### src/design/timer_compare_pkg.sv
package timer_compare_pkg;

    // ****************************************
    // bus geometry
    // ****************************************
    localparam int ADDR_W = 4;
    localparam int DATA_W = 32;
    localparam int CHANNELS = 2;

    // ****************************************
    // register offsets (byte addresses)
    // ****************************************
    localparam logic [3:0] CONST_A_OFS = 4'h0;
    localparam logic [3:0] CONST_B_OFS = 4'h4;
    localparam logic [3:0] CTRL_CH0_OFS = 4'h8;
    localparam logic [3:0] CTRL_CH1_OFS = 4'hc;

    // ****************************************
    // reset values and field positions
    // ****************************************
    localparam logic [7:0] CONST_RESET = 8'hff;
    localparam logic [3:0] OUT_SEL_RESET = 4'h0;
    localparam int OUT_SEL_A_LO_POS = 0;
    localparam int OUT_SEL_A_HI_POS = 1;
    localparam int OUT_SEL_B_LO_POS = 2;
    localparam int OUT_SEL_B_HI_POS = 3;
    localparam int FLAG_A_POS = 6;
    localparam int FLAG_B_POS = 7;

    // ****************************************
    // output select encodings and bus answers
    // ****************************************
    localparam logic [1:0] OUT_KEEP = 2'h0;
    localparam logic [1:0] OUT_LOW = 2'h1;
    localparam logic [1:0] OUT_HIGH = 2'h2;
    localparam logic [1:0] OUT_TOGGLE = 2'h3;
    localparam logic [1:0] RESP_OKAY = 2'h0;
    localparam logic [1:0] RESP_SLVERR = 2'h2;

    // one-hot register selection from an address
    typedef enum logic [4:0] {
        REG_NONE = 5'h01,
        REG_CONST_A = 5'h02,
        REG_CONST_B = 5'h04,
        REG_CTRL_CH0 = 5'h08,
        REG_CTRL_CH1 = 5'h10
    } reg_sel_t;

endpackage : timer_compare_pkg

### src/design/compare_unit.sv
module compare_unit (
    input wire logic aclk,
    input wire logic aresetn,
    input wire logic [7:0] channel_counter,
    input wire logic [7:0] match_const_a,
    input wire logic [7:0] match_const_b,
    input wire logic suppress_a,
    input wire logic suppress_b,
    output logic match_a,
    output logic match_b
);
    import timer_compare_pkg::*;

    typedef struct packed {
        logic eq_a_prev;
        logic eq_b_prev;
        logic match_a;
        logic match_b;
    } cmp_state_t;

    cmp_state_t st_reg;
    cmp_state_t st_next;
    logic eq_a;
    logic eq_b;

    // ****************************************
    // equality detection
    // ****************************************
    // raw equality every clock, before suppression
    always_comb begin
        eq_a = (channel_counter == match_const_a);
        eq_b = (channel_counter == match_const_b);
    end

    // one event per arrival at the constant; suppression does not re-arm
    always_comb begin
        st_next = st_reg;
        st_next.eq_a_prev = eq_a;
        st_next.eq_b_prev = eq_b;
        st_next.match_a = eq_a && !st_reg.eq_a_prev && !suppress_a;
        st_next.match_b = eq_b && !st_reg.eq_b_prev && !suppress_b;
    end

    // state register
    always_ff @(posedge aclk) begin
        if (!aresetn) begin
            st_reg <= '0;
        end else begin
            st_reg <= st_next;
        end
    end

    assign match_a = st_reg.match_a;
    assign match_b = st_reg.match_b;
endmodule : compare_unit

### src/design/timer_compare_constants.sv
//
// Function
// - each channel has an 8-bit read/write constant A register.
// - each channel has an 8-bit read/write constant B register.
// - both channels' same-letter constants form one 16-bit word location.
// - constant A compared with counter always; equality sets match flag A.
// - constant B compared with counter always; equality sets match flag B.
// - compare for a constant is blanked in the cycle it is written.
// - an A match drives the output pin as the low select bits say.
// - a B match without a same-cycle A match drives the output pin as the high select bits say.
// - reset loads all ones into both constant A registers.
// - reset loads all ones into both constant B registers.
//
module timer_compare_constants (
    input wire logic aclk,
    input wire logic aresetn,
    input wire logic [timer_compare_pkg::ADDR_W-1:0] s_axi_awaddr,
    input wire logic [2:0] s_axi_awprot,
    input wire logic s_axi_awvalid,
    output logic s_axi_awready,
    input wire logic [timer_compare_pkg::DATA_W-1:0] s_axi_wdata,
    input wire logic [3:0] s_axi_wstrb,
    input wire logic s_axi_wvalid,
    output logic s_axi_wready,
    output logic [1:0] s_axi_bresp,
    output logic s_axi_bvalid,
    input wire logic s_axi_bready,
    input wire logic [timer_compare_pkg::ADDR_W-1:0] s_axi_araddr,
    input wire logic [2:0] s_axi_arprot,
    input wire logic s_axi_arvalid,
    output logic s_axi_arready,
    output logic [timer_compare_pkg::DATA_W-1:0] s_axi_rdata,
    output logic [1:0] s_axi_rresp,
    output logic s_axi_rvalid,
    input wire logic s_axi_rready,
    input wire logic [7:0] channel_counter_0,
    input wire logic [7:0] channel_counter_1,
    output logic timer_output_pin_0,
    output logic timer_output_pin_1
);
    import timer_compare_pkg::*;

    typedef struct packed {
        logic [1:0][7:0] const_a;
        logic [1:0][7:0] const_b;
        logic [1:0][3:0] out_sel;
        logic [1:0] flag_a;
        logic [1:0] flag_b;
        logic [1:0] pin;
        logic aw_held;
        logic w_held;
        logic [ADDR_W-1:0] aw_addr;
        logic [DATA_W-1:0] w_data;
        logic [3:0] w_strb;
        logic awready;
        logic wready;
        logic bvalid;
        logic [1:0] bresp;
        logic arready;
        logic rvalid;
        logic [1:0] rresp;
        logic [DATA_W-1:0] rdata;
    } state_t;

    localparam state_t STATE_RST = '{
        const_a: {CONST_RESET, CONST_RESET},
        const_b: {CONST_RESET, CONST_RESET},
        out_sel: {OUT_SEL_RESET, OUT_SEL_RESET},
        awready: 1'b1,
        wready: 1'b1,
        arready: 1'b1,
        default: '0
    };

    state_t st_reg;
    state_t st_next;
    logic wr_do;
    reg_sel_t wr_sel;
    reg_sel_t rd_sel;
    logic [1:0][7:0] counter;
    logic [1:0] suppress_a;
    logic [1:0] suppress_b;
    logic [1:0] match_a;
    logic [1:0] match_b;

    // ****************************************
    // helpers
    // ****************************************
    // address to one-hot register select, used by both read and write
    function automatic reg_sel_t decode(input logic [ADDR_W-1:0] addr);
        reg_sel_t sel;
        case (addr)
            CONST_A_OFS: sel = REG_CONST_A;
            CONST_B_OFS: sel = REG_CONST_B;
            CTRL_CH0_OFS: sel = REG_CTRL_CH0;
            CTRL_CH1_OFS: sel = REG_CTRL_CH1;
            default: sel = REG_NONE;
        endcase
        return sel;
    endfunction : decode

    // new pin level for one output select setting
    function automatic logic apply_sel(input logic [1:0] sel, input logic cur);
        logic lvl;
        case (sel)
            OUT_LOW: lvl = 1'b0;
            OUT_HIGH: lvl = 1'b1;
            OUT_TOGGLE: lvl = !cur;
            default: lvl = cur;
        endcase
        return lvl;
    endfunction : apply_sel

    // ****************************************
    // compare stages, one per channel
    // ****************************************
    assign counter[0] = channel_counter_0;
    assign counter[1] = channel_counter_1;

    // write commit cycle blanks the compare of the written constants
    always_comb begin
        wr_do = st_reg.aw_held && st_reg.w_held && !st_reg.bvalid;
        wr_sel = decode(st_reg.aw_addr);
        for (int c = 0; c < CHANNELS; c++) begin
            suppress_a[c] = wr_do && (wr_sel == REG_CONST_A) && st_reg.w_strb[c];
            suppress_b[c] = wr_do && (wr_sel == REG_CONST_B) && st_reg.w_strb[c];
        end
    end

    generate
        for (genvar g = 0; g < CHANNELS; g++) begin : g_cmp
            compare_unit u_cmp (
                .aclk(aclk),
                .aresetn(aresetn),
                .channel_counter(counter[g]),
                .match_const_a(st_reg.const_a[g]),
                .match_const_b(st_reg.const_b[g]),
                .suppress_a(suppress_a[g]),
                .suppress_b(suppress_b[g]),
                .match_a(match_a[g]),
                .match_b(match_b[g])
            );
        end
    endgenerate

    // ****************************************
    // next state
    // ****************************************
    always_comb begin
        st_next = st_reg;
        rd_sel = decode(s_axi_araddr);

        // write address and data taken independently
        if (s_axi_awvalid && st_reg.awready) begin
            st_next.aw_held = 1'b1;
            st_next.aw_addr = s_axi_awaddr;
        end
        if (s_axi_wvalid && st_reg.wready) begin
            st_next.w_held = 1'b1;
            st_next.w_data = s_axi_wdata;
            st_next.w_strb = s_axi_wstrb;
        end

        // register write commit
        if (wr_do) begin
            st_next.aw_held = 1'b0;
            st_next.w_held = 1'b0;
            st_next.bvalid = 1'b1;
            st_next.bresp = (wr_sel == REG_NONE) ? RESP_SLVERR : RESP_OKAY;
            for (int c = 0; c < CHANNELS; c++) begin
                if (wr_sel == REG_CONST_A && st_reg.w_strb[c]) begin
                    st_next.const_a[c] = st_reg.w_data[8*c +: 8];
                end
                if (wr_sel == REG_CONST_B && st_reg.w_strb[c]) begin
                    st_next.const_b[c] = st_reg.w_data[8*c +: 8];
                end
            end
            if (wr_sel == REG_CTRL_CH0 && st_reg.w_strb[0]) begin
                st_next.out_sel[0] = st_reg.w_data[3:0];
                st_next.flag_a[0] = st_reg.flag_a[0] & st_reg.w_data[FLAG_A_POS];
                st_next.flag_b[0] = st_reg.flag_b[0] & st_reg.w_data[FLAG_B_POS];
            end
            if (wr_sel == REG_CTRL_CH1 && st_reg.w_strb[0]) begin
                st_next.out_sel[1] = st_reg.w_data[3:0];
                st_next.flag_a[1] = st_reg.flag_a[1] & st_reg.w_data[FLAG_A_POS];
                st_next.flag_b[1] = st_reg.flag_b[1] & st_reg.w_data[FLAG_B_POS];
            end
        end
        if (st_reg.bvalid && s_axi_bready) begin
            st_next.bvalid = 1'b0;
        end
        st_next.awready = !st_next.aw_held;
        st_next.wready = !st_next.w_held;

        // flags and output pins, set wins over a clearing write
        for (int c = 0; c < CHANNELS; c++) begin
            st_next.flag_a[c] = st_next.flag_a[c] | match_a[c];
            st_next.flag_b[c] = st_next.flag_b[c] | match_b[c];
            if (match_b[c]) begin
                st_next.pin[c] = apply_sel(st_reg.out_sel[c][OUT_SEL_B_HI_POS:OUT_SEL_B_LO_POS],
                    st_reg.pin[c]);
            end
            // a select drives pin, a wins
            if (match_a[c]) begin
                st_next.pin[c] = apply_sel(st_reg.out_sel[c][OUT_SEL_A_HI_POS:OUT_SEL_A_LO_POS],
                    st_reg.pin[c]);
            end
        end

        // read channel
        if (s_axi_arvalid && st_reg.arready) begin
            st_next.arready = 1'b0;
            st_next.rvalid = 1'b1;
            st_next.rresp = RESP_OKAY;
            case (rd_sel)
                REG_CONST_A: st_next.rdata = {16'h0000, st_reg.const_a[1], st_reg.const_a[0]};
                REG_CONST_B: st_next.rdata = {16'h0000, st_reg.const_b[1], st_reg.const_b[0]};
                REG_CTRL_CH0: st_next.rdata = {24'h000000, st_reg.flag_b[0], st_reg.flag_a[0],
                    2'h0, st_reg.out_sel[0]};
                REG_CTRL_CH1: st_next.rdata = {24'h000000, st_reg.flag_b[1], st_reg.flag_a[1],
                    2'h0, st_reg.out_sel[1]};
                default: begin
                    st_next.rdata = 32'h00000000;
                    st_next.rresp = RESP_SLVERR;
                end
            endcase
        end else if (st_reg.rvalid && s_axi_rready) begin
            st_next.rvalid = 1'b0;
            st_next.arready = 1'b1;
        end
    end

    // ****************************************
    // state register
    // ****************************************
    // constants reset to all ones
    always_ff @(posedge aclk) begin
        if (!aresetn) begin
            st_reg <= STATE_RST;
        end else begin
            st_reg <= st_next;
        end
    end

    // outputs straight from the state register
    assign s_axi_awready = st_reg.awready;
    assign s_axi_wready = st_reg.wready;
    assign s_axi_bvalid = st_reg.bvalid;
    assign s_axi_bresp = st_reg.bresp;
    assign s_axi_arready = st_reg.arready;
    assign s_axi_rvalid = st_reg.rvalid;
    assign s_axi_rresp = st_reg.rresp;
    assign s_axi_rdata = st_reg.rdata;
    assign timer_output_pin_0 = st_reg.pin[0];
    assign timer_output_pin_1 = st_reg.pin[1];
endmodule : timer_compare_constants

### config.mk
export PLATFORM = sky130hd
export DESIGN_NAME = timer_compare_constants
export DESIGN_NICKNAME = d
export VERILOG_FILES = /design/src/design/timer_compare_pkg.sv /design/src/design/compare_unit.sv /design/src/design/timer_compare_constants.sv
export SDC_FILE = /design/constraint.sdc
export NUM_CORES = 1
export LEC_CHECK = 0
export ABC_AREA = 1
export BUFFER_PORTS_ARGS = -buffer_cell sky130_fd_sc_hd__buf_2
export CORE_MARGIN = 2
export CORE_UTILIZATION = 35
export DETAILED_ROUTE_END_ITERATION = 10
export HOLD_SLACK_MARGIN = 0.05
export SYNTH_ARGS = -nofsm -noshare
export SYNTH_HDL_FRONTEND = slang
export SYNTH_SLANG_ARGS = --single-unit
export TNS_END_PERCENT = 50
### constraint.sdc
create_clock -name aclk -period 1.25 [get_ports aclk]
set_clock_uncertainty 0.1 [all_clocks]
set_input_delay 0.375 -clock aclk [delete_from_list [all_inputs] [get_ports aclk]]
set_output_delay 0.375 -clock aclk [all_outputs]
set_load 0.005 [all_outputs]
# --- After elaboration in Yosys (flattened, before gate mapping) ---
# Cells that the tools add are included.
word_totals:
  register_bits: 119
  output_inout_bits: 43
classes:
  bitwise: 9
  n_reduce_logical: 57
  muxes: 23
  eq_ne: 33
ops:
  columns: ["op", "n"]
  rows:
  - ["16-bit one-hot mux with 4 select lines", 1]
  - ["5-bit one-hot mux with 4 select lines", 2]
  - ["8-bit equality test", 4]
  - ["1-bit logical AND", 27]
  - ["2-bit equality test (second input constant)", 8]
  - ["4-bit equality test (second input constant)", 4]
  - ["1-bit logical NOT", 13]
  - ["1-bit one-hot mux with 3 select lines", 4]
  - ["2-bit AND reduction", 6]
  - ["5-bit by 2-bit equality test with 1-bit output (second input constant)", 2]
  - ["5-bit by 3-bit equality test with 1-bit output (second input constant)", 2]
  - ["5-bit by 4-bit equality test with 1-bit output (second input constant)", 2]
  - ["5-bit equality test (second input constant)", 2]
  - ["1-bit 2-to-1 mux", 10]
  - ["2-bit 2-to-1 mux", 5]
  - ["2-bit by 1-bit equality test with 1-bit output (second input constant)", 4]
  - ["4-bit by 3-bit equality test with 1-bit output (second input constant)", 2]
  - ["4-bit logical NOT", 2]
  - ["4-bit inequality test (second input constant)", 2]
  - ["4-bit nonzero test", 2]
  - ["3-bit AND reduction", 2]
  - ["2-bit nonzero test", 3]
  - ["5-bit by 1-bit equality test with 1-bit output (second input constant)", 1]
  - ["1-bit AND", 4]
  - ["other kinds (5)", 8]

# --- Longest topological paths before layout ---
logic_depth:
  word_depth: 7
  ltp_mapped: 7
  ltp_nobuf: 7

# --- Cells and area by module ---
# From an unflattened synthesis, not the netlist that was laid out.
unflattened:
  cells_unflattened: 686
  area_unflattened_um2: 5066.1
modules_own_cells:
  columns: ["mod", "seq_area_each_um2", "cells_per_inst", "instances", "area_each_um2"]
  rows:
  - ["timer_compare_constants", 1861.8, 530, 1, 4220.3]
  - ["compare_unit", 80.1, 78, 2, 422.9]

# --- Least setup slack after synthesis ---
# OpenSTA, ideal clock, no wires.
synth_path:
  path_type: "register to register"
  start: "register st_reg (netlist bit s_axi_bvalid)"
  end: "register st_reg[118] in the netlist's numbering"
  n_path_buf: 1
  setup_slack_ps: -35
  t_required_ps: 1020
  stages_incl_launch_ff: 8
  setup_time_ps: 130
  period_less_slack_ps: 1285
  t_arrival_ps: 1055
  path_cell_list: "dfxtp_1 -> inv_2 -> nand3_4 -> inv_2 -> nand4_4 -> buf_6 -> nand2_1 -> o211ai_2"
synth_via:
  elab_chain_len: 3
synth_lines:
  columns: ["item", "line_no", "rtl"]
  rows:
  - ["from (decl)", "timer_compare_constants.sv:75", "state_t st_reg;"]
  - ["from (signal assigned)", "timer_compare_constants.sv:241", "st_reg <= st_next;"]
  - ["1-bit logical NOT", "timer_compare_constants.sv:122", "wr_do = st_reg.aw_held && st_reg.w_held && !st_reg.bvalid;"]
  - ["1-bit logical AND", "timer_compare_constants.sv:122", null]
  - ["2-bit AND reduction (no line)", null, null]
# Every way passes these cells.
# A chain may end at the register's enable or synchronous reset.

# --- Worst setup path after layout ---
layout_path:
  start: "register st_reg (netlist bit s_axi_bvalid)"
  end: "output port s_axi_bvalid"
layout_rtl:
  columns: ["item", "line_no", "rtl"]
  rows:
  - ["to (decl)", "timer_compare_constants.sv:26", "output logic s_axi_bvalid,"]
# No word-level cell between the ends.

==> metrics.md <==
| Metric | Value |
|---|---|
| Clk sinks | 101 |
| Setup ws final | -116.6 ps |
| Die W | 121.7 um |
| Sequential area share after synthesis | 41.69% |
| Achievable Freq | 0.7317 GHz |
| Fillers | 1356 |
| GRT Total Usage | 17.16% |
| Largest net degree at the start of global routing | 40 |
| Slowest-stage cell, CP | dfxtp_2 |
| Worst relative slew slack | 66.57% |
| Layout area overhead | 27.24% |
| Final wirelength | 12480 um |
| Die Y | 121.7 um |
| Commonest non-fill, non-tap cell in the layout | nand2_1 |
| Drt first pass iters | 5 |
| Main synth FF type | dfxtp_1 |
| Post-Place Cells | 853 |
| Starting Density | 35.35% |
| Initial antenna violation count | 0 |
| Vias/cell | 4.738 |
| Warnings from Yosys | 0 |
| Final Max Slew Viols | 0 |
| Peak VDD IR | 573.2 uV |
| Yosys reg bits | 101 |
| I/O Buffers | 73 |
| CP required | 780 ps |
| Commonest non-fill, non-tap cells in the layout | nand2_1, inv_1, dfxtp_1 |
| Worst R2R Setup Slack | -120 ps |
| CTS max path bufs | 2 |
| Worst setup SP type | register |
| Critical path, cell by cell | buf_6, buf_6 |
| # nets final | 770 |
| Peak per-stage delay on the critical path | 330 ps |
| Kind of critical path | reg -> out |
| Async SR Flop Fraction | 0% |
| Post-route DRC | 0 |
| Synth cell types | 35 |
| Maximum fanout along the worst path | 2 |
| Die area | 14810 um2 |
| Tot Pwr | 7525 uW |
| Tcrit/Tclk final | 109.3% |
| Max-cap check violation count | 0 |
| WL/cell | 14.15 um |
| Site row count | 43 |
| GP Congestion | 0.8802 |
| Crit path arrival time | 890 ps |
| RSZ-0062 raised after global routing | true |
| First-pass GRT wire length | 19810 um |
| Max FFs per register | 68 |
| Gr ovfl total | 0 |
| Failing checks | setup timing |
| Min Clock Period, post-route | 1367 ps |
| Number of DRC markers in iteration 0 | 249 |
| Fin cells | 882 |
| Worst Tran Pin Value | 500.7 ps |
| Post-synth EDFFs | 0 |
| TritonCTS clock tree | yes |
| Power Dens Cells | 1219 nW/um2 |
| Clock Latency Late Sink | 350 ps |
| Synth Instances | 608 |
| Setup violators final | 71 |
| Post-DRT Antenna Nets | 0 |
| Core Box Area | 13720 um2 |
| Syn avg cell area | 7.976 um2 |
| Clock root cell | clkbuf_16 |
| Top Ports | 116 |
| H-tree depth | 3 |
| Vias in the first global route | 3974 |
| Hold/Removal Path Class | in -> reg |
| Outcome | finished with violations |
| CP endpoint kind | output port |
| P_leak | 0.002957 uW |
| TritonCTS Buffers | 9 |
| Share of layout cells above drive strength 1 | 36.61% |
| Clk slew on worst S/H paths | 70 ps |
| N_diodes | 0 |
| Final hold vios | 0 |
| HPWL after DPL | 9159 um |
| Via count | 4179 |
| CP most frequent cell | buf_6 |
| Synth Cell Area | 4850 um2 |
## area by class of cell
type	count	area, um2	share of cell area (%)
Multi-Input combinational cell	394	2382	38.60
Sequential cell	101	2066	33.48
Timing Repair Buffer	117	867.1	14.05
Inverter	74	282.8	4.582
Clock buffer	9	225.2	3.650
Tap cell	180	225.2	3.650
Clock inverter	7	122.6	1.987
## logic make-up (layout without fill, tap and decap cells)
kind of cell	Yosys count	after routing	synth area share [%]
xor+xnor	12	12	2.167
simple gates	202	205	20.10
other cells	1	18	0.07733
compound gates	159	159	21.85
buf+inv	133	207	14.11
flops	101	101	41.69
## critical path, delay by kind of cell, from the launching register on
kind,cells,cell delay (ps)
buffers and inverters,2,210
DFF,1,330
## path summary, 6_finish.rpt
path	startpoint	end	cells past startpoint
worst min register to register	s_axi_rdata[10]$_SDFFE_PN0P_	s_axi_rdata[10]$_SDFFE_PN0P_	2
worst max-delay path	s_axi_bvalid$_SDFFE_PP0P_	s_axi_bvalid	2
worst max register to register	st_reg[81]$_SDFF_PN0_	st_reg[127]$_SDFFE_PN1P_	6
worst min-delay path	s_axi_rready	s_axi_rvalid$_SDFFE_PN0P_	4
## synth_stat cells (2+ instances only)
master	instances	area (um2)
a21oi_1	58	290.3
buf_1	2	7.510
buf_2	10	50.05
buf_4	36	270.3
buf_6	5	56.30
clkbuf_1	6	22.52
dfxtp_1	101	2022
inv_1	69	259.0
inv_2	5	18.77
nand2_1	114	427.9
nand2_2	6	37.54
nand3_1	40	200.2
nand3_4	4	70.07
nor2_1	21	78.83
nor2_2	4	25.02
nor2_4	2	22.52
nor3_1	4	20.02
o211ai_1	2	15.01
o211ai_2	32	400.4
o21ai_0	39	195.2
o21ai_1	19	95.09
o21ai_2	2	17.52
o22ai_1	5	31.28
xnor2_1	3	26.28
xor2_1	9	78.83
## power breakdown
group / switching (uW) / leakage, uW / internal, uW
clock: 1260 / 0.000168 / 1970
combinational: 516 / 0.00196 / 356
sequential: 87.1 / 0.000832 / 3330
## metal layers
| layer | global-route usage, % | vias to the layer above | part of all wire [%] |
|---|---|---|---|
| li1 | - | 2134 | - |
| met1 | 22.06 | 1903 | 46 |
| met2 | 27.46 | 116 | 46 |
| met3 | 4.167 | 26 | 4.8 |
| met4 | 7.399 | 0 | 3.2 |
| met5 | 0 | - | 0 |
## through the flow
step                hold WS (ps)  worst slack [ps]  setup TNS (ps)  util (%)  cell area [um2]
global placement           352.7            -234.4           -7834     39.50             5419
global route               201.1            -192.2           -7554     44.98             6171
CTS                        178.0            -133.5           -4134     43.57             5977
finish                     182.8            -116.6           -3151     44.98             6171
floorplan                  337.7            -17.79          -33.46         -             4917
detailed placement         355.6            -275.6           -8888     39.50             5419
## repair_timing
item                       CTS  global route
setup endpoints to repair   70            83
gates resized for setup     46            39
pin swaps                    6            10
hold buffers                 0             0
setup buffers                7             3
cloned                       3             0
Note: power is estimated with default switching activity, not from simulation.
